**config.mk**
```make
export PLATFORM = sky130hd
export DESIGN_NAME = mixer_gain_and_tone_burst_control
export DESIGN_NICKNAME = d
export VERILOG_FILES = /design/src/common/mixer_tone_pkg.sv /design/src/rtl/mixer_gain_and_tone_burst_control.sv
export SDC_FILE = /design/constraint.sdc
export NUM_CORES = 1
export LEC_CHECK = 0
export BUFFER_PORTS_ARGS = -buffer_cell sky130_fd_sc_hd__buf_2
export CAP_MARGIN = 20
export CORE_UTILIZATION = 44
export CTS_CLUSTER_SIZE = 40
export DETAILED_ROUTE_END_ITERATION = 8
export PLACE_DENSITY = 0.66
export SLEW_MARGIN = 20
export SYNTH_ARGS = -nofsm -noshare
export SYNTH_HDL_FRONTEND = slang
export SYNTH_SLANG_ARGS = --single-unit
```
**constraint.sdc**
```tcl
create_clock -name aclk -period 6.4 [get_ports aclk]
set_input_delay 1.28 -clock aclk [delete_from_list [all_inputs] [get_ports aclk]]
set_output_delay 1.28 -clock aclk [all_outputs]
set_load 0.01 [all_outputs]
```
**src/common/mixer_tone_pkg.sv**
```systemverilog
// constants and register layouts for the mixer gain and tone burst block
// assumes a 200 MHz aclk and a one-cycle word clock tick from the codec
package mixer_tone_pkg;

  // printed offsets are indices; the byte address is four times the index
  localparam int REG_IDX_MIXER  = 3;
  localparam int REG_IDX_AUDIO2 = 4;
  localparam int REG_IDX_IRQ_ST = 8;
  localparam int REG_IDX_IRQ_MK = 9;
  localparam logic [7:0] ADDR_MIXER  = 8'(REG_IDX_MIXER * 4);
  localparam logic [7:0] ADDR_AUDIO2 = 8'(REG_IDX_AUDIO2 * 4);
  localparam logic [7:0] ADDR_IRQ_ST = 8'(REG_IDX_IRQ_ST * 4);
  localparam logic [7:0] ADDR_IRQ_MK = 8'(REG_IDX_IRQ_MK * 4);

  localparam logic [1:0] RESP_OKAY   = 2'h0;
  localparam logic [1:0] RESP_SLVERR = 2'h2;

  typedef struct packed {
    logic       sidetone_mute;
    logic [6:0] sidetone_gain;
    logic [2:0] input_source_select;
    logic       selected_input_to_adc;
    logic       cellular_input_to_adc;
    logic [1:0] reserved;
    logic       sidetone_gain_settled_flag;
  } mixer_reg_s;

  typedef struct packed {
    logic       tone_burst_enable;
    logic [2:0] tone_burst_amplitude;
    logic       input_gain_step_rate;
    logic [2:0] tone_burst_frequency;
    logic [3:0] tone_burst_length;
    logic       left_dac_gain_settled_flag;
    logic       right_dac_gain_settled_flag;
    logic       dac_gain_step_rate;
    logic       input_gain_settled_flag;
  } audio2_reg_s;

  localparam logic [15:0] MIXER_RESET  = 16'hC500;
  localparam logic [15:0] AUDIO2_RESET = 16'h4410;

  // sidetone gain coding in half-dB units
  localparam logic [6:0] ST_GAIN_ZERO_CODE   = 7'h45;
  localparam logic [6:0] ST_GAIN_SAT_CODE    = 7'h5D;
  localparam logic [7:0] ST_GAIN_MAX_HALF_DB = 8'h18;

  // interrupt status bit positions
  localparam int IRQ_TONE_DONE = 0;
  localparam int IRQ_ST_SETTLE = 1;
  localparam int IRQ_DL_SETTLE = 2;
  localparam int IRQ_DR_SETTLE = 3;
  localparam int IRQ_IN_SETTLE = 4;
  localparam int IRQ_W         = 5;

  // tone burst timing: lowest frequency 62.5 Hz, in milli-hertz
  localparam longint CLK_FREQ_HZ       = 200_000_000;
  localparam longint TONE_BASE_FREQ_MHZ = 62_500;
  localparam int TONE_HALF_BASE_CYCLES =
    int'(CLK_FREQ_HZ * 1000 / (2 * TONE_BASE_FREQ_MHZ));

endpackage

```
**src/rtl/mixer_gain_and_tone_burst_control.sv**
```systemverilog
// mixer gain, input routing and tone burst control registers
// assumes an AXI4-Lite master on aclk and a synchronous one-cycle wclk_tick
//
// Implementation choice: the AXI4-Lite slave port.
`timescale 1ns/1ps
`default_nettype none

module gain_stepper #(
  parameter int W = 7
) (
  input  wire logic         aclk,    // clock
  input  wire logic         aresetn, // sync reset, active low
  input  wire logic         step,    // one-cycle step strobe
  input  wire logic         hold,    // freeze applied gain
  input  wire logic [W-1:0] target,  // programmed gain code
  output logic      [W-1:0] applied, // gain code now applied
  output logic              settled  // applied equals target
);
  logic [W-1:0] applied_reg;

  // one code (0.5 dB) per step toward the target
  always_ff @(posedge aclk) begin
    if (!aresetn) begin
      applied_reg <= '0;
    end else if (step && !hold && applied_reg != target) begin
      if (applied_reg < target) begin
        applied_reg <= W'(applied_reg + 1'b1);
      end else begin
        applied_reg <= W'(applied_reg - 1'b1);
      end
    end
  end

  assign applied = applied_reg;
  assign settled = (applied_reg == target);
endmodule

module mixer_gain_and_tone_burst_control
  import mixer_tone_pkg::*;
#(
  parameter int TONE_HALF_BASE = TONE_HALF_BASE_CYCLES
) (
  input  wire logic        aclk,                  // 200 MHz clock
  input  wire logic        aresetn,               // sync reset, low
  input  wire logic [7:0]  s_axi_awaddr,          // write address
  input  wire logic        s_axi_awvalid,         // write address valid
  output logic             s_axi_awready,         // write address ready
  input  wire logic [31:0] s_axi_wdata,           // write data
  input  wire logic [3:0]  s_axi_wstrb,           // byte strobes
  input  wire logic        s_axi_wvalid,          // write data valid
  output logic             s_axi_wready,          // write data ready
  output logic [1:0]       s_axi_bresp,           // write response
  output logic             s_axi_bvalid,          // response valid
  input  wire logic        s_axi_bready,          // response ready
  input  wire logic [7:0]  s_axi_araddr,          // read address
  input  wire logic        s_axi_arvalid,         // read address valid
  output logic             s_axi_arready,         // read address ready
  output logic [31:0]      s_axi_rdata,           // read data
  output logic [1:0]       s_axi_rresp,           // read response
  output logic             s_axi_rvalid,          // read data valid
  input  wire logic        s_axi_rready,          // read data ready
  input  wire logic        wclk_tick,             // word clock pulse
  input  wire logic        headset_auto_gain_enable, // agc on
  input  wire logic        agc_noise_below,       // power under threshold
  input  wire logic        agc_saturated,         // agc at its limit
  input  wire logic [6:0]  input_gain_target,     // programmed input pga
  input  wire logic [6:0]  dac_left_target,       // programmed left gain
  input  wire logic [6:0]  dac_right_target,      // programmed right gain
  output logic             sidetone_muted,        // sidetone path muted
  output logic [7:0]       sidetone_gain_half_db, // signed, 0.5 dB units
  output logic [3:0]       adc_input_connect,     // hed, hnd, auxiliary_input_one, auxiliary_input_two
  output logic             adc_differential,      // differential pair
  output logic             cellular_to_adc,       // cellular to adc
  output logic             input_pga_by_agc,      // pga follows agc
  output logic [6:0]       input_gain_applied,    // stepped input gain
  output logic [6:0]       dac_left_applied,      // stepped left gain
  output logic [6:0]       dac_right_applied,     // stepped right gain
  output logic             tone_out,              // tone square wave
  output logic [2:0]       tone_level,            // tone amplitude code
  output logic             irq                    // level interrupt
);
  localparam int TW = $clog2(TONE_HALF_BASE + 1);

  // the fastest code shifts the base seven times and still needs two cycles
  if (TONE_HALF_BASE < 256) begin : g_base_check
    $error("TONE_HALF_BASE too small for the frequency shift");
  end

  mixer_reg_s   mixer_reg;
  audio2_reg_s  audio2_reg;
  logic [IRQ_W-1:0] irq_status_reg;
  logic [IRQ_W-1:0] irq_mask_reg;
  logic [IRQ_W-1:0] flags_prev_reg;
  logic [IRQ_W-1:0] events;

  logic        aw_hold_reg;
  logic [7:0]  awaddr_reg;
  logic        w_hold_reg;
  logic [31:0] wdata_reg;
  logic [3:0]  wstrb_reg;
  logic        bvalid_reg;
  logic [1:0]  bresp_reg;
  logic        rvalid_reg;
  logic [31:0] rdata_reg;
  logic [1:0]  rresp_reg;
  logic        do_write;
  logic [15:0] wr_mask;

  logic        tick_phase_reg;
  logic        step_fast;
  logic        step_slow;
  logic        st_settled;
  logic        dl_settled;
  logic        dr_settled;
  logic        in_settled;
  logic [6:0]  st_applied;

  logic [TW-1:0] tone_cnt_reg;
  logic [6:0]    tone_halves_reg;
  logic          tone_out_reg;
  logic [TW-1:0] tone_half_lim;
  logic [6:0]    tone_halves_total;
  logic          tone_wrap;
  logic          tone_done;

  mixer_reg_s  mixer_view;
  audio2_reg_s audio2_view;
  logic [15:0] wr_mixer;
  logic [15:0] wr_audio2;

  // ---------------- bus slave, write channel ----------------
  assign s_axi_awready = !aw_hold_reg && !bvalid_reg;
  assign s_axi_wready  = !w_hold_reg && !bvalid_reg;
  assign do_write      = aw_hold_reg && w_hold_reg;
  assign wr_mask = {{8{wstrb_reg[1]}}, {8{wstrb_reg[0]}}};

  always_ff @(posedge aclk) begin
    if (!aresetn) begin
      aw_hold_reg <= 1'b0;
      awaddr_reg  <= 8'h00;
    end else if (s_axi_awvalid && s_axi_awready) begin
      aw_hold_reg <= 1'b1;
      awaddr_reg  <= s_axi_awaddr;
    end else if (do_write) begin
      aw_hold_reg <= 1'b0;
    end
  end

  always_ff @(posedge aclk) begin
    if (!aresetn) begin
      w_hold_reg <= 1'b0;
      wdata_reg  <= 32'h0000_0000;
      wstrb_reg  <= 4'h0;
    end else if (s_axi_wvalid && s_axi_wready) begin
      w_hold_reg <= 1'b1;
      wdata_reg  <= s_axi_wdata;
      wstrb_reg  <= s_axi_wstrb;
    end else if (do_write) begin
      w_hold_reg <= 1'b0;
    end
  end

  always_ff @(posedge aclk) begin
    if (!aresetn) begin
      bvalid_reg <= 1'b0;
      bresp_reg  <= RESP_OKAY;
    end else if (do_write) begin
      bvalid_reg <= 1'b1;
      case (awaddr_reg)
        ADDR_MIXER, ADDR_AUDIO2, ADDR_IRQ_ST, ADDR_IRQ_MK: begin
          bresp_reg <= RESP_OKAY;
        end
        default: begin
          bresp_reg <= RESP_SLVERR;
        end
      endcase
    end else if (s_axi_bready) begin
      bvalid_reg <= 1'b0;
    end
  end

  assign s_axi_bvalid = bvalid_reg;
  assign s_axi_bresp  = bresp_reg;

  // merged write values under the byte strobes
  assign wr_mixer  = (wdata_reg[15:0] & wr_mask) | (mixer_reg & ~wr_mask);
  assign wr_audio2 = (wdata_reg[15:0] & wr_mask) | (audio2_reg & ~wr_mask);

  // ---------------- control registers ----------------
  always_ff @(posedge aclk) begin
    if (!aresetn) begin
      mixer_reg <= MIXER_RESET;
    end else if (do_write && awaddr_reg == ADDR_MIXER) begin
      mixer_reg <= wr_mixer;
      // flag and reserved bits are not storage
      mixer_reg.reserved                   <= 2'h0;
      mixer_reg.sidetone_gain_settled_flag <= 1'b0;
    end
  end

  always_ff @(posedge aclk) begin
    if (!aresetn) begin
      audio2_reg <= AUDIO2_RESET;
    end else begin
      if (do_write && awaddr_reg == ADDR_AUDIO2) begin
        audio2_reg <= wr_audio2;
        audio2_reg.left_dac_gain_settled_flag  <= 1'b0;
        audio2_reg.right_dac_gain_settled_flag <= 1'b0;
        audio2_reg.input_gain_settled_flag     <= 1'b0;
        if (headset_auto_gain_enable) begin
          // step rate is a status bit while agc runs
          audio2_reg.input_gain_step_rate <=
            audio2_reg.input_gain_step_rate;
        end
      end else if (tone_done) begin
        // a software restart in the same cycle wins
        audio2_reg.tone_burst_enable <= 1'b0;
      end
    end
  end

  // ---------------- soft stepping ----------------
  always_ff @(posedge aclk) begin
    if (!aresetn) begin
      tick_phase_reg <= 1'b0;
    end else if (wclk_tick) begin
      tick_phase_reg <= !tick_phase_reg;
    end
  end

  assign step_fast = wclk_tick;
  assign step_slow = wclk_tick && tick_phase_reg;

  gain_stepper #(.W(7)) u_sidetone (
    .aclk    (aclk),
    .aresetn (aresetn),
    .step    (step_fast),
    .hold    (1'b0),
    .target  (mixer_reg.sidetone_gain),
    .applied (st_applied),
    .settled (st_settled)
  );

  gain_stepper #(.W(7)) u_input (
    .aclk    (aclk),
    .aresetn (aresetn),
    .step    (audio2_reg.input_gain_step_rate ? step_slow
                                              : step_fast),
    .hold    (headset_auto_gain_enable),
    .target  (input_gain_target),
    .applied (input_gain_applied),
    .settled (in_settled)
  );

  gain_stepper #(.W(7)) u_dac_left (
    .aclk    (aclk),
    .aresetn (aresetn),
    .step    (audio2_reg.dac_gain_step_rate ? step_slow : step_fast),
    .hold    (1'b0),
    .target  (dac_left_target),
    .applied (dac_left_applied),
    .settled (dl_settled)
  );

  gain_stepper #(.W(7)) u_dac_right (
    .aclk    (aclk),
    .aresetn (aresetn),
    .step    (audio2_reg.dac_gain_step_rate ? step_slow : step_fast),
    .hold    (1'b0),
    .target  (dac_right_target),
    .applied (dac_right_applied),
    .settled (dr_settled)
  );

  // ---------------- sidetone and routing outputs ----------------
  always_ff @(posedge aclk) begin
    if (!aresetn) begin
      sidetone_muted        <= 1'b1;
      sidetone_gain_half_db <= 8'h00;
    end else begin
      sidetone_muted <= mixer_reg.sidetone_mute;
      if (st_applied >= ST_GAIN_SAT_CODE) begin
        sidetone_gain_half_db <= ST_GAIN_MAX_HALF_DB;
      end else begin
        sidetone_gain_half_db <=
          8'({1'b0, st_applied} - {1'b0, ST_GAIN_ZERO_CODE});
      end
    end
  end

  always_ff @(posedge aclk) begin
    if (!aresetn) begin
      adc_input_connect <= 4'h0;
      adc_differential  <= 1'b0;
      cellular_to_adc   <= 1'b0;
      input_pga_by_agc  <= 1'b0;
    end else begin
      adc_differential <= mixer_reg.input_source_select[2];
      if (!mixer_reg.selected_input_to_adc) begin
        adc_input_connect <= 4'h0;
      end else if (mixer_reg.input_source_select[2]) begin
        // bit order hed, hnd, auxiliary_input_one, auxiliary_input_two from lsb
        adc_input_connect <= {mixer_reg.input_source_select[0],
                              !mixer_reg.input_source_select[0],
                              mixer_reg.input_source_select[1],
                              !mixer_reg.input_source_select[1]};
      end else begin
        adc_input_connect <=
          4'(4'h1 << mixer_reg.input_source_select[1:0]);
      end
      cellular_to_adc  <= mixer_reg.cellular_input_to_adc;
      input_pga_by_agc <= headset_auto_gain_enable;
    end
  end

  // ---------------- tone burst ----------------
  assign tone_half_lim =
    TW'(TONE_HALF_BASE >> audio2_reg.tone_burst_frequency);
  // two periods per length step, counted in half periods
  assign tone_halves_total =
    7'({audio2_reg.tone_burst_length, 2'b00} + 7'h04);
  assign tone_wrap = audio2_reg.tone_burst_enable &&
                     tone_cnt_reg == TW'(tone_half_lim - 1'b1);
  assign tone_done = tone_wrap &&
                     tone_halves_reg == 7'(tone_halves_total - 1'b1);

  always_ff @(posedge aclk) begin
    if (!aresetn || !audio2_reg.tone_burst_enable) begin
      tone_cnt_reg    <= '0;
      tone_halves_reg <= 7'h00;
      tone_out_reg    <= 1'b0;
    end else if (tone_wrap) begin
      tone_cnt_reg    <= '0;
      tone_halves_reg <= 7'(tone_halves_reg + 1'b1);
      tone_out_reg    <= !tone_out_reg && !tone_done;
    end else begin
      tone_cnt_reg <= TW'(tone_cnt_reg + 1'b1);
    end
  end

  always_ff @(posedge aclk) begin
    if (!aresetn) begin
      tone_level <= 3'h4;
    end else begin
      tone_level <= audio2_reg.tone_burst_amplitude;
    end
  end

  assign tone_out = tone_out_reg;

  // ---------------- interrupts ----------------
  // events are rising settled flags and the end of a burst
  assign events[IRQ_TONE_DONE] = tone_done;
  assign events[IRQ_ST_SETTLE] = st_settled && !flags_prev_reg[1];
  assign events[IRQ_DL_SETTLE] = dl_settled && !flags_prev_reg[2];
  assign events[IRQ_DR_SETTLE] = dr_settled && !flags_prev_reg[3];
  assign events[IRQ_IN_SETTLE] = in_settled && !flags_prev_reg[4];

  always_ff @(posedge aclk) begin
    if (!aresetn) begin
      flags_prev_reg <= '0;
    end else begin
      flags_prev_reg <= {in_settled, dr_settled, dl_settled,
                         st_settled, 1'b0};
    end
  end

  always_ff @(posedge aclk) begin
    if (!aresetn) begin
      irq_status_reg <= '0;
    end else if (do_write && awaddr_reg == ADDR_IRQ_ST &&
                 wstrb_reg[0]) begin
      // a new event beats the one-to-clear
      irq_status_reg <= (irq_status_reg & ~wdata_reg[IRQ_W-1:0]) | events;
    end else begin
      irq_status_reg <= irq_status_reg | events;
    end
  end

  always_ff @(posedge aclk) begin
    if (!aresetn) begin
      irq_mask_reg <= '0;
    end else if (do_write && awaddr_reg == ADDR_IRQ_MK && wstrb_reg[0]) begin
      irq_mask_reg <= wdata_reg[IRQ_W-1:0];
    end
  end

  assign irq = |(irq_status_reg & irq_mask_reg);

  // ---------------- bus slave, read channel ----------------
  always_comb begin
    mixer_view = mixer_reg;
    mixer_view.reserved = 2'h0;
    mixer_view.sidetone_gain_settled_flag = st_settled;
    audio2_view = audio2_reg;
    audio2_view.left_dac_gain_settled_flag  = dl_settled;
    audio2_view.right_dac_gain_settled_flag = dr_settled;
    if (headset_auto_gain_enable) begin
      audio2_view.input_gain_step_rate    = agc_noise_below;
      audio2_view.input_gain_settled_flag = agc_saturated;
    end else begin
      audio2_view.input_gain_settled_flag = in_settled;
    end
  end

  assign s_axi_arready = !rvalid_reg;

  always_ff @(posedge aclk) begin
    if (!aresetn) begin
      rvalid_reg <= 1'b0;
      rdata_reg  <= 32'h0000_0000;
      rresp_reg  <= RESP_OKAY;
    end else if (s_axi_arvalid && !rvalid_reg) begin
      rvalid_reg <= 1'b1;
      rresp_reg  <= RESP_OKAY;
      case (s_axi_araddr)
        ADDR_MIXER:  rdata_reg <= {16'h0000, mixer_view};
        ADDR_AUDIO2: rdata_reg <= {16'h0000, audio2_view};
        ADDR_IRQ_ST: rdata_reg <= {27'h000_0000, irq_status_reg};
        ADDR_IRQ_MK: rdata_reg <= {27'h000_0000, irq_mask_reg};
        default: begin
          rdata_reg <= 32'h0000_0000;
          rresp_reg <= RESP_SLVERR;
        end
      endcase
    end else if (s_axi_rready) begin
      rvalid_reg <= 1'b0;
    end
  end

  assign s_axi_rvalid = rvalid_reg;
  assign s_axi_rdata  = rdata_reg;
  assign s_axi_rresp  = rresp_reg;
endmodule

`default_nettype wire

```
==> flow_summary.yaml, run 1 <==
run_status:
  run_status: "completed"
setup_path:
  crit_fanout: 6
  crit_type: "input port to flip-flop"
  worstSetupEndpointType: "flip-flop"
  reg2reg_depth: 9
  startpoint: "dac_left_target[1]"
  reg2reg_setup_slack_ns: 2.90
  cp-start-kind: "input port"
  required_ns: 6.75
  critPathCapture: "u_dac_left.applied[6]"
  cp_data_arrival_time_ns: 4.22
  rr_endpoint: "audio2_reg[15]"
run:
  drv_cap: 0
timing:
  slew_headroom_pct: 28.1
  finalCriticalPeriod_ns: 3.86
  setup_viol: 0
  tightest_slew_ns: 1.08
  final_hold_viol_count: 0
  tns_ns: 0
  grt_setup_unrepaired: "no"
  clock_skew_ns: 0.00930
  final.period_utilization_pct: 60.4
  clock.fmax_mhz: 259
  finalMaxSlewViolations: 0
  hold_ws_ns: 0.461
clock_tree:
  ctsResizeCount: 0
  tritoncts: "built"
  postCtsSetupBuffers: 0
  path_clk_slew_ns: 0.07
  clk_latency_ns: 0.43
  clock-root-buffer: "clkbuf_16"
  cts_max_level: 4
  clock_path_buffers: 2
  cts_num_sinks: 165
  cts_buffers: 17
  hold_buffers: 0
yosys:
  synth-main-ff-cell: "dfxtp_1"
  synth_top_area_share_pct: 37.7
  yosys.area.top_type: "dfxtp_1"
  synth_edf_count: 0
  syn-instance-count: 1056
  ys_async_sr_fraction_pct: 0
  yosys_warnings: 0
  ys_types: 61
  yosys_register_bits: 165
  yosysMostFrequentCell: "dfxtp_1"
  yosysSeqAreaShare_pct: 37.7
  syn_avg_cell_area_um2: 8.30
  synth_area_mm2: 0.00876
  ys_top_cells_by_count: "dfxtp_1 (165), nand2_1 (125), nor2_1 (121)"
  synth_area_leaders: "dfxtp_1 (38%), ha_1 (8.6%), nand2_1 (5.4%)"
route:
  drtIter0Drc: 390
  drc: 0
  drtPass1Iterations: 6
  ant_nets: 0
  vias: 7397
  viasPerCell: 5.13
  wl_per_cell_um: 14.2
  routed_wl_mm: 20.4
grt:
  grt_max_degree: 103
  grt-ovfl-total: 0
  antenna_found_initial: 0
  grt_usage_pct: 20.6
  grt_pass1_wl_mm: 33.3
  grt_pass1_vias: 6672
floorplan:
  start_util_pct: 45.0
  dieArea_mm2: 0.0205
  die_w_um: 143
  fp.dieH_um: 143
  coreArea_mm2: 0.0195
  io_pins: 167
  rows: 51
power_and_ir_drop:
  p_total_uw: 2270
  ir_drop_v: 0.000186
  power_density_mw_per_mm2: 225
  power_leakage_uw: 0.00443
placed_design:
  port_buffers: 130
  gp_congestion: 0.824
  place_area_mm2: 0.00953
  dp_hpwl_mm: 14.8
  dp_cells: 1408
layout:
  syn2layout_area_growth_pct: 15.5
  fin_nets: 1311
  fin_cells: 1441
  nFillCells: 1890
  finalInstanceArea_mm2: 0.0101
  drive_gt1_share_pct: 15.6
  diodes: 0
hold_path:
  hold_path.class: "flip-flop to flip-flop"
## cell type report
| type | instances | area [um^2] | share of cell area, % |
|---|---|---|---|
| timing repair buffer | 136 | 696 | 6.87 |
| clock buffer | 17 | 425 | 4.20 |
| tap | 265 | 332 | 3.28 |
| multi-input combinational | 793 | 5020 | 49.6 |
| sequential | 165 | 3300 | 32.6 |
| clock inverter | 15 | 163 | 1.61 |
| inverter | 50 | 188 | 1.85 |
## critical path, stage by stage
cell and delay (ns):
buf_2 0.07, inv_1 0.03, ha_1 0.29, nor2b_1 0.13, o21ai_0 0.18, a21oi_1 0.13
or3_1 0.49, fa_1 0.47, a211oi_1 0.31, o21bai_1 0.12, a21oi_1 0.21, o31ai_1 0.10
a21oi_1 0.18, mux2i_1 0.21
## per-layer routing
metal	GRT usage, %	vias to the layer above	wire, um
li1	-	3811	-
met1	27.6	3426	9840
met2	33.4	143	9340
met3	4.46	17	968
met4	5.60	0	248
met5	0	-	0
## cells by family (layout without fill, tap and decap cells)
family | after synthesis | in the layout | synth area share (%)
simple gates | 422 | 422 | 22.7
compound gates | 186 | 186 | 13.0
flops | 165 | 165 | 37.7
buf+inv | 115 | 218 | 5.83
fa+ha+maj | 64 | 64 | 9.48
xor+xnor | 59 | 59 | 6.21
mux | 44 | 44 | 5.05
other cells | 1 | 18 | 0.0428
## worst min-delay path by stage
stage                   from        endpoint  slack, ns  cells after the start
2_1_floorplan      flip-flop  sidetone_muted       0.43                      1
3_3_place_gp   awaddr_reg[7]   awaddr_reg[7]       0.45                      2
3_5_place_dp   awaddr_reg[7]   awaddr_reg[7]       0.45                      2
4_1_cts        awaddr_reg[7]   awaddr_reg[7]       0.46                      2
5_1_grt        awaddr_reg[6]   awaddr_reg[6]       0.48                      2
6_report       awaddr_reg[7]   awaddr_reg[7]       0.46                      2
## layout by cell type, fill, tap and decap left out, types with 7 or more instances in the layout
cell,instances
nor2b_1,12
nand2_1,125
dfxtp_1,165
xnor2_1,33
conb_1,18
nor4_1,10
a22oi_1,12
mux2i_1,42
and3_1,7
a21oi_1,91
nor2_1,121
nand4_1,10
a211oi_1,10
nand2b_1,20
nand3_1,47
clkbuf_16,17
xor2_1,24
a22o_1,11
o21ai_0,23
or3_1,7
ha_1,60
inv_1,49
and2_1,9
nor3_1,21
buf_2,130
o21bai_1,9
## metrics by stage
stage	util, %	setup WS, ns
2_1_floorplan	-	2.54
4_1_cts	52.0	2.56
3_3_place_gp	49.0	2.20
6_report	52.0	2.54
5_1_grt	52.0	2.38
3_5_place_dp	49.0	2.13
## report_power, final
group	total (uW)	internal [uW]	leakage, uW	switching, uW
clock	1000	521	0.000278	479
sequential	1080	1050	0.00134	27.9
combinational	191	77.1	0.00282	114
total	2270	1650	0.00443	621
(Power assumes the default switching activity.)
==> inputs of run 2 (changes only) <==
Settings changed: PLACE_DENSITY 0.66 to 0.68.
Clock period 6.4 ns to 3.5 ns, I/O delays scaled along.
==> run 2 against run 1 <==
  * Flip-flop and latch count did not move
  * Hold slack got worse by 0.0063 ns
  * Die area unchanged
  * Clock-buffer cell count increased by 3
  * Register-to-register slack worse by 2.7 ns
  * Critical path type is now flip-flop to flip-flop
  * Critical endpoint is now u_sidetone.applied[5]
  * Largest cell class unchanged
==> flow_summary.yaml, run 2 (synthesis gave the netlist of run 1 again) <==
run_status:
  run_status: "completed"
grt:
  antenna_found_initial: 0
  grt_pass1_wl_mm: 34.1
  grt_usage_pct: 21.1
  grt_max_degree: 103
  grt_pass1_vias: 6990
  grt-ovfl-total: 0
floorplan:
  coreArea_mm2: 0.0195
  fp.dieH_um: 143
  dieArea_mm2: 0.0205
  die_w_um: 143
  start_util_pct: 45.0
  rows: 51
  io_pins: 167
setup_path:
  critPathSlowestCell: "or4b_2"
  crit_fanout: 4
  required_ns: 3.82
  critical_path_buf_inv_count: 1
  rr_endpoint: "u_sidetone.applied[5]"
  worstSetupEndpointType: "flip-flop"
  critPathTopFamily: "simple AND/OR/NAND/NOR gates"
  reg2reg_depth: 13
  cp-start-kind: "flip-flop"
  reg2reg_setup_slack_ns: 0.16
  crit_type: "flip-flop to flip-flop"
  crit_chain: "inv_1, ha_1, nor2b_1, o21ai_0, a21oi_1, or3_1, ha_1, a21o_1, a21oi_1, o21bai_1, a21oi_1, or4b_2, o311ai_0"
  path_common_cell: "a21oi_1"
  cp_data_arrival_time_ns: 3.65
  slowest_delay_ns: 0.59
clock_tree:
  ctsResizeCount: 0
  path_clk_slew_ns: 0.07
  hold_buffers: 0
  cts_num_sinks: 165
  tritoncts: "built"
  cts_max_level: 4
  cts_buffers: 17
  clock-root-buffer: "clkbuf_16"
  clk_latency_ns: 0.43
  clock_path_buffers: 2
  postCtsSetupBuffers: 0
layout:
  drive_gt1_share_pct: 16.9
  fin_nets: 1333
  diodes: 0
  nFillCells: 1835
  syn2layout_area_growth_pct: 17.4
  fin_cells: 1463
  mostFrequentLayoutCell: "dfxtp_1"
  final_cell_mix: "dfxtp_1 (164), buf_2 (130), nand2_1 (125)"
hold_path:
  min_to: "awaddr_reg[0]"
  hold_path.class: "flip-flop to flip-flop"
  min_from: "awaddr_reg[0]"
  holdPathStages: 2
timing:
  final.period_utilization_pct: 95.3
  finalMaxSlewViolations: 0
  tightest_slew_ns: 0.893
  grt_setup_unrepaired: "no"
  setup_viol: 0
  slew_headroom_pct: 39.9
  hold_ws_ns: 0.455
  tns_ns: 0
  clock.fmax_mhz: 300
  clock_skew_ns: 0.00736
  final_hold_viol_count: 0
  finalCriticalPeriod_ns: 3.34
route:
  drc: 0
  routed_wl_mm: 20.7
  drtIter0Drc: 436
  viasPerCell: 5.10
  vias: 7467
  wl_per_cell_um: 14.2
  ant_nets: 0
  drtPass1Iterations: 5
power_and_ir_drop:
  ir_drop_v: 0.000343
  power_density_mw_per_mm2: 404
  power_leakage_uw: 0.00456
placed_design:
  port_buffers: 130
  gp_congestion: 0.855
  dp_hpwl_mm: 15.2
  dp_cells: 1431
run:
  drv_cap: 0
run 2: cell types whose count changed in the layout (fill, tap and decap cells not counted), moves of 2 or more:
cell,change
clkinv_8,-3
buf_4,+20
clkinvlp_4,-3
inv_6,+3
clkbuf_1,+2
clkinv_2,+3
buf_12,+2
inv_8,-4
run 2: where the power goes:
group	total, uW	switching [uW]	leakage (uW)	internal, uW
sequential	1980	49.7	0.00134	1930
combinational	363	212	0.00294	150
clock	1810	797	0.000281	1010
total	4150	1060	0.00456	3090
run 2: per-stage QoR:
stage                     setup WS (ns)  util [%]  power, uW  instance area, um^2
after global routing           0.000907      52.9       4330                10300
after CTS                         0.164      52.8       4180                10300
after floorplan                   0.217         -       2260                 8830
final                             0.163      52.9       4150                10300
after global placement         -0.00850      49.9       2380                 9720
after detailed placement        -0.0685      49.9       2380                 9720
run 2: worst max path at each step:
| stage | slack, ns | from | depth (start not counted) | end |
|---|---|---|---|---|
| 2_1_floorplan | 0.22 | dac_right_target[1] | 13 | u_dac_right.applied[6] |
| 3_3_place_gp | -0.009 | dac_right_target[1] | 14 | u_dac_right.applied[6] |
| 3_5_place_dp | -0.07 | dac_left_target[1] | 14 | u_dac_left.applied[6] |
| 4_1_cts | 0.16 | flip-flop | 13 | u_sidetone.applied[5] |
| 5_1_grt | 0.0009 | u_dac_right.applied[1] | 12 | u_dac_right.applied[6] |
| 6_report | 0.16 | flip-flop | 13 | u_sidetone.applied[5] |
run 2: metal layers:
metal / GRT usage (%) / vias up / part of all wire, %
met2: 34.4 / 141 / 46
li1: - / 3858 / -
met4: 7.75 / 0 / 2.0
met3: 4.12 / 21 / 4.5
met5: 0 / - / 0
met1: 27.5 / 3447 / 48
run 2: layout make-up:
class / count / area, um^2 / share of cell area, %
clock buffer: 20 / 447 / 4.34
clock inverter: 12 / 118 / 1.14
inverter: 50 / 188 / 1.82
multi-input combinational: 793 / 5010 / 48.7
sequential: 165 / 3300 / 32.1
tap: 265 / 332 / 3.22
timing repair buffer: 158 / 886 / 8.61
run 2: worst register-to-register path, cell delays in order (launching register included):
cell and delay, ns:
dfxtp_1 0.34, inv_1 0.06, ha_1 0.30, nor2b_1 0.13, o21ai_0 0.14, a21oi_1 0.12
or3_1 0.45, ha_1 0.32, a21o_1 0.18, a21oi_1 0.21, o21bai_1 0.09, a21oi_1 0.19
or4b_2 0.59, o311ai_0 0.11
==> inputs of run 3 (changes only) <==
==> constraint.sdc (replaced) <==
create_clock -name aclk -period 3.5 [get_ports aclk]
set_input_delay 0 -clock aclk [delete_from_list [all_inputs] [get_ports aclk]]
set_output_delay 0 -clock aclk [all_outputs]
set_load 0.01 [all_outputs]
==> run 3 against run 2 <==
  * Utilization increased by 1.4 points
  * Maximum frequency increased by 1.1%
  * Sequential power about the same
  * Worst setup slack improved by 0.038 ns
  * Sequential share of layout area decreased by 0.85 points
  * Clock power increased by 9%
  * Hold slack got worse by 0.43 ns
  * Non-clock buffer count increased by 19
  * Register-to-register slack improved by 0.04 ns
  * Clock-buffer cell count decreased by 3
  * Total power increased by 4.3%
  * Critical path type unchanged
  * Critical endpoint unchanged
  * Highest routed layer unchanged
==> flow_summary.yaml, run 3 (synthesis gave the netlist of run 1 again) <==
setup_path:
  crit_type: "flip-flop to flip-flop"
  worstSetupEndpointType: "flip-flop"
  required_ns: 3.82
  critPathSlowestCell: "or4b_2"
  cp_data_arrival_time_ns: 3.62
  cp-start-kind: "flip-flop"
  slowest_delay_ns: 0.59
  critical_path_buf_inv_count: 1
  crit_fanout: 6
  crit_chain: "inv_1, ha_1, nor2b_1, o21ai_0, a21oi_1, or3_4, ha_1, a21o_1, a21oi_1, o21bai_1, a21oi_1, or4b_2, o311ai_0"
  path_common_cell: "a21oi_1"
  critPathTopFamily: "simple AND/OR/NAND/NOR gates"
timing:
  setup_viol: 0
  finalCriticalPeriod_ns: 3.30
  final_hold_viol_count: 0
  hold_ws_ns: 0.0278
  final.period_utilization_pct: 94.3
  finalMaxSlewViolations: 0
  grt_setup_unrepaired: "no"
  slew_headroom_pct: 28.8
  tightest_slew_ns: 1.07
  clock.fmax_mhz: 303
  tns_ns: 0
  clock_skew_ns: 0.00870
route:
  drc: 0
  ant_nets: 0
  wl_per_cell_um: 14.3
  vias: 7634
  routed_wl_mm: 21.2
  drtPass1Iterations: 4
  viasPerCell: 5.15
  drtIter0Drc: 420
power_and_ir_drop:
  sw_frac_of_total_pct: 25.3
  power_leakage_uw: 0.00463
  power_switching_uw: 1090
  ir_drop_v: 0.000377
  combPwrFrac_pct: 8.9
  p_int_uw: 3240
  power_density_mw_per_mm2: 410
  p_seq_share_pct: 45.7
  clockPowerShare_pct: 45.4
clock_tree:
  postCtsSetupBuffers: 0
  clk_latency_ns: 0.43
  cts_num_sinks: 165
  path_clk_slew_ns: 0.07
  clock_path_buffers: 2
  clock-root-buffer: "clkbuf_16"
  cts_buffers: 17
  tritoncts: "built"
  cts_max_level: 4
floorplan:
  die_w_um: 143
  fp.dieH_um: 143
  dieArea_mm2: 0.0205
  start_util_pct: 45.0
  rows: 51
  io_pins: 167
  coreArea_mm2: 0.0195
grt:
  antenna_found_initial: 1
  grt_max_degree: 103
  grt-ovfl-total: 0
  grt_usage_pct: 21.6
  grt_pass1_wl_mm: 34.9
  grt_pass1_vias: 7210
placed_design:
  dp_hpwl_mm: 15.2
  port_buffers: 130
  gp_congestion: 0.848
  place_area_mm2: 0.00961
hold_path:
  min_from: "s_axi_awvalid"
  hold_path.class: "input port to flip-flop"
layout:
  syn2layout_area_growth_pct: 20.5
  drive_gt1_share_pct: 15.9
  finalInstanceArea_mm2: 0.0106
  fin_nets: 1352
  mostFrequentLayoutCell: "dfxtp_1"
  nFillCells: 1802
  final_cell_mix: "dfxtp_1 (165), buf_2 (130), nand2_1 (125)"
run_status:
  run_status: "completed"
run:
  drv_cap: 0
## run 3: changes by cell type in the layout (fill, tap and decap cells not counted), sizes merged
cell / previous run / this run
dlygate4sd3: 0 / 32
buf: 158 / 145
clkinv: 6 / 0
clkinvlp: 0 / 6
clkbuf: 20 / 17
bufinv: 1 / 3
diode: 0 / 1
inv: 55 / 56
## run 3: metal layers
metal  up-vias  routed length, um  track usage [%]
li1       3901                  -                -
met5         -                  0                0
met2       165               9960             36.6
met3        29                869             4.09
met4         0                369             7.19
met1      3539              10000             27.5
## run 3: worst paths after layout
| check | to | slack [ns] | cells past startpoint |
|---|---|---|---|
| max | u_sidetone.applied[5] | 0.20 | 13 |
| min | aw_hold_reg | 0.03 | 3 |
| min reg2reg | awaddr_reg[7] | 0.46 | 2 |
| max reg2reg | u_sidetone.applied[5] | 0.20 | 13 |
## run 3: final cells by class
class                      instances  area (um^2)  area share (%)
clock inverter                    15          193            1.82
timing repair buffer             177         1100            10.4
antenna                            1         2.50          0.0237
inverter                          50          188            1.78
tap                              265          332            3.14
sequential                       165         3300            31.3
multi-input combinational        793         5020            47.6
clock buffer                      17          425            4.03
## run 3: per-stage QoR
step	setup slack, ns	util [%]	power (uW)	instances
5_1_grt	0.00208	54.3	4490	1483
4_1_cts	0.136	54.2	4360	1482
3_5_place_dp	0.169	49.4	2370	1418
2_1_floorplan	0.363	-	2260	1073
3_3_place_gp	0.213	49.4	2370	1418
6_report	0.201	54.3	4330	1483
## run 3: worst reg2reg max path, stage by stage (launching register included)
cell      delay (ns)
dfxtp_1         0.35
inv_1           0.06
ha_1            0.30
nor2b_1         0.14
o21ai_0         0.15
a21oi_1         0.12
or3_4           0.43
ha_1            0.29
a21o_1          0.17
a21oi_1         0.23
o21bai_1        0.09
a21oi_1         0.18
or4b_2          0.59
o311ai_0        0.11
## run 3: what timing repair did
item | in CTS | in global routing
hold buffers | 32 | 0
gates resized for setup | 0 | 2
setup endpoints to repair | 0 | 2
hold endpoints to repair | 37 | 0
## run 3: power by group through the flow
stage                     Sequential [uW]  Clock (uW)  Combinational (uW)
after floorplan                      2020           0                 236
after detailed placement             2020           0                 353
after global placement               2020           0                 348
after global routing                 1990        2070                 433
after CTS                            1980        1990                 383
final                                1980        1970                 384
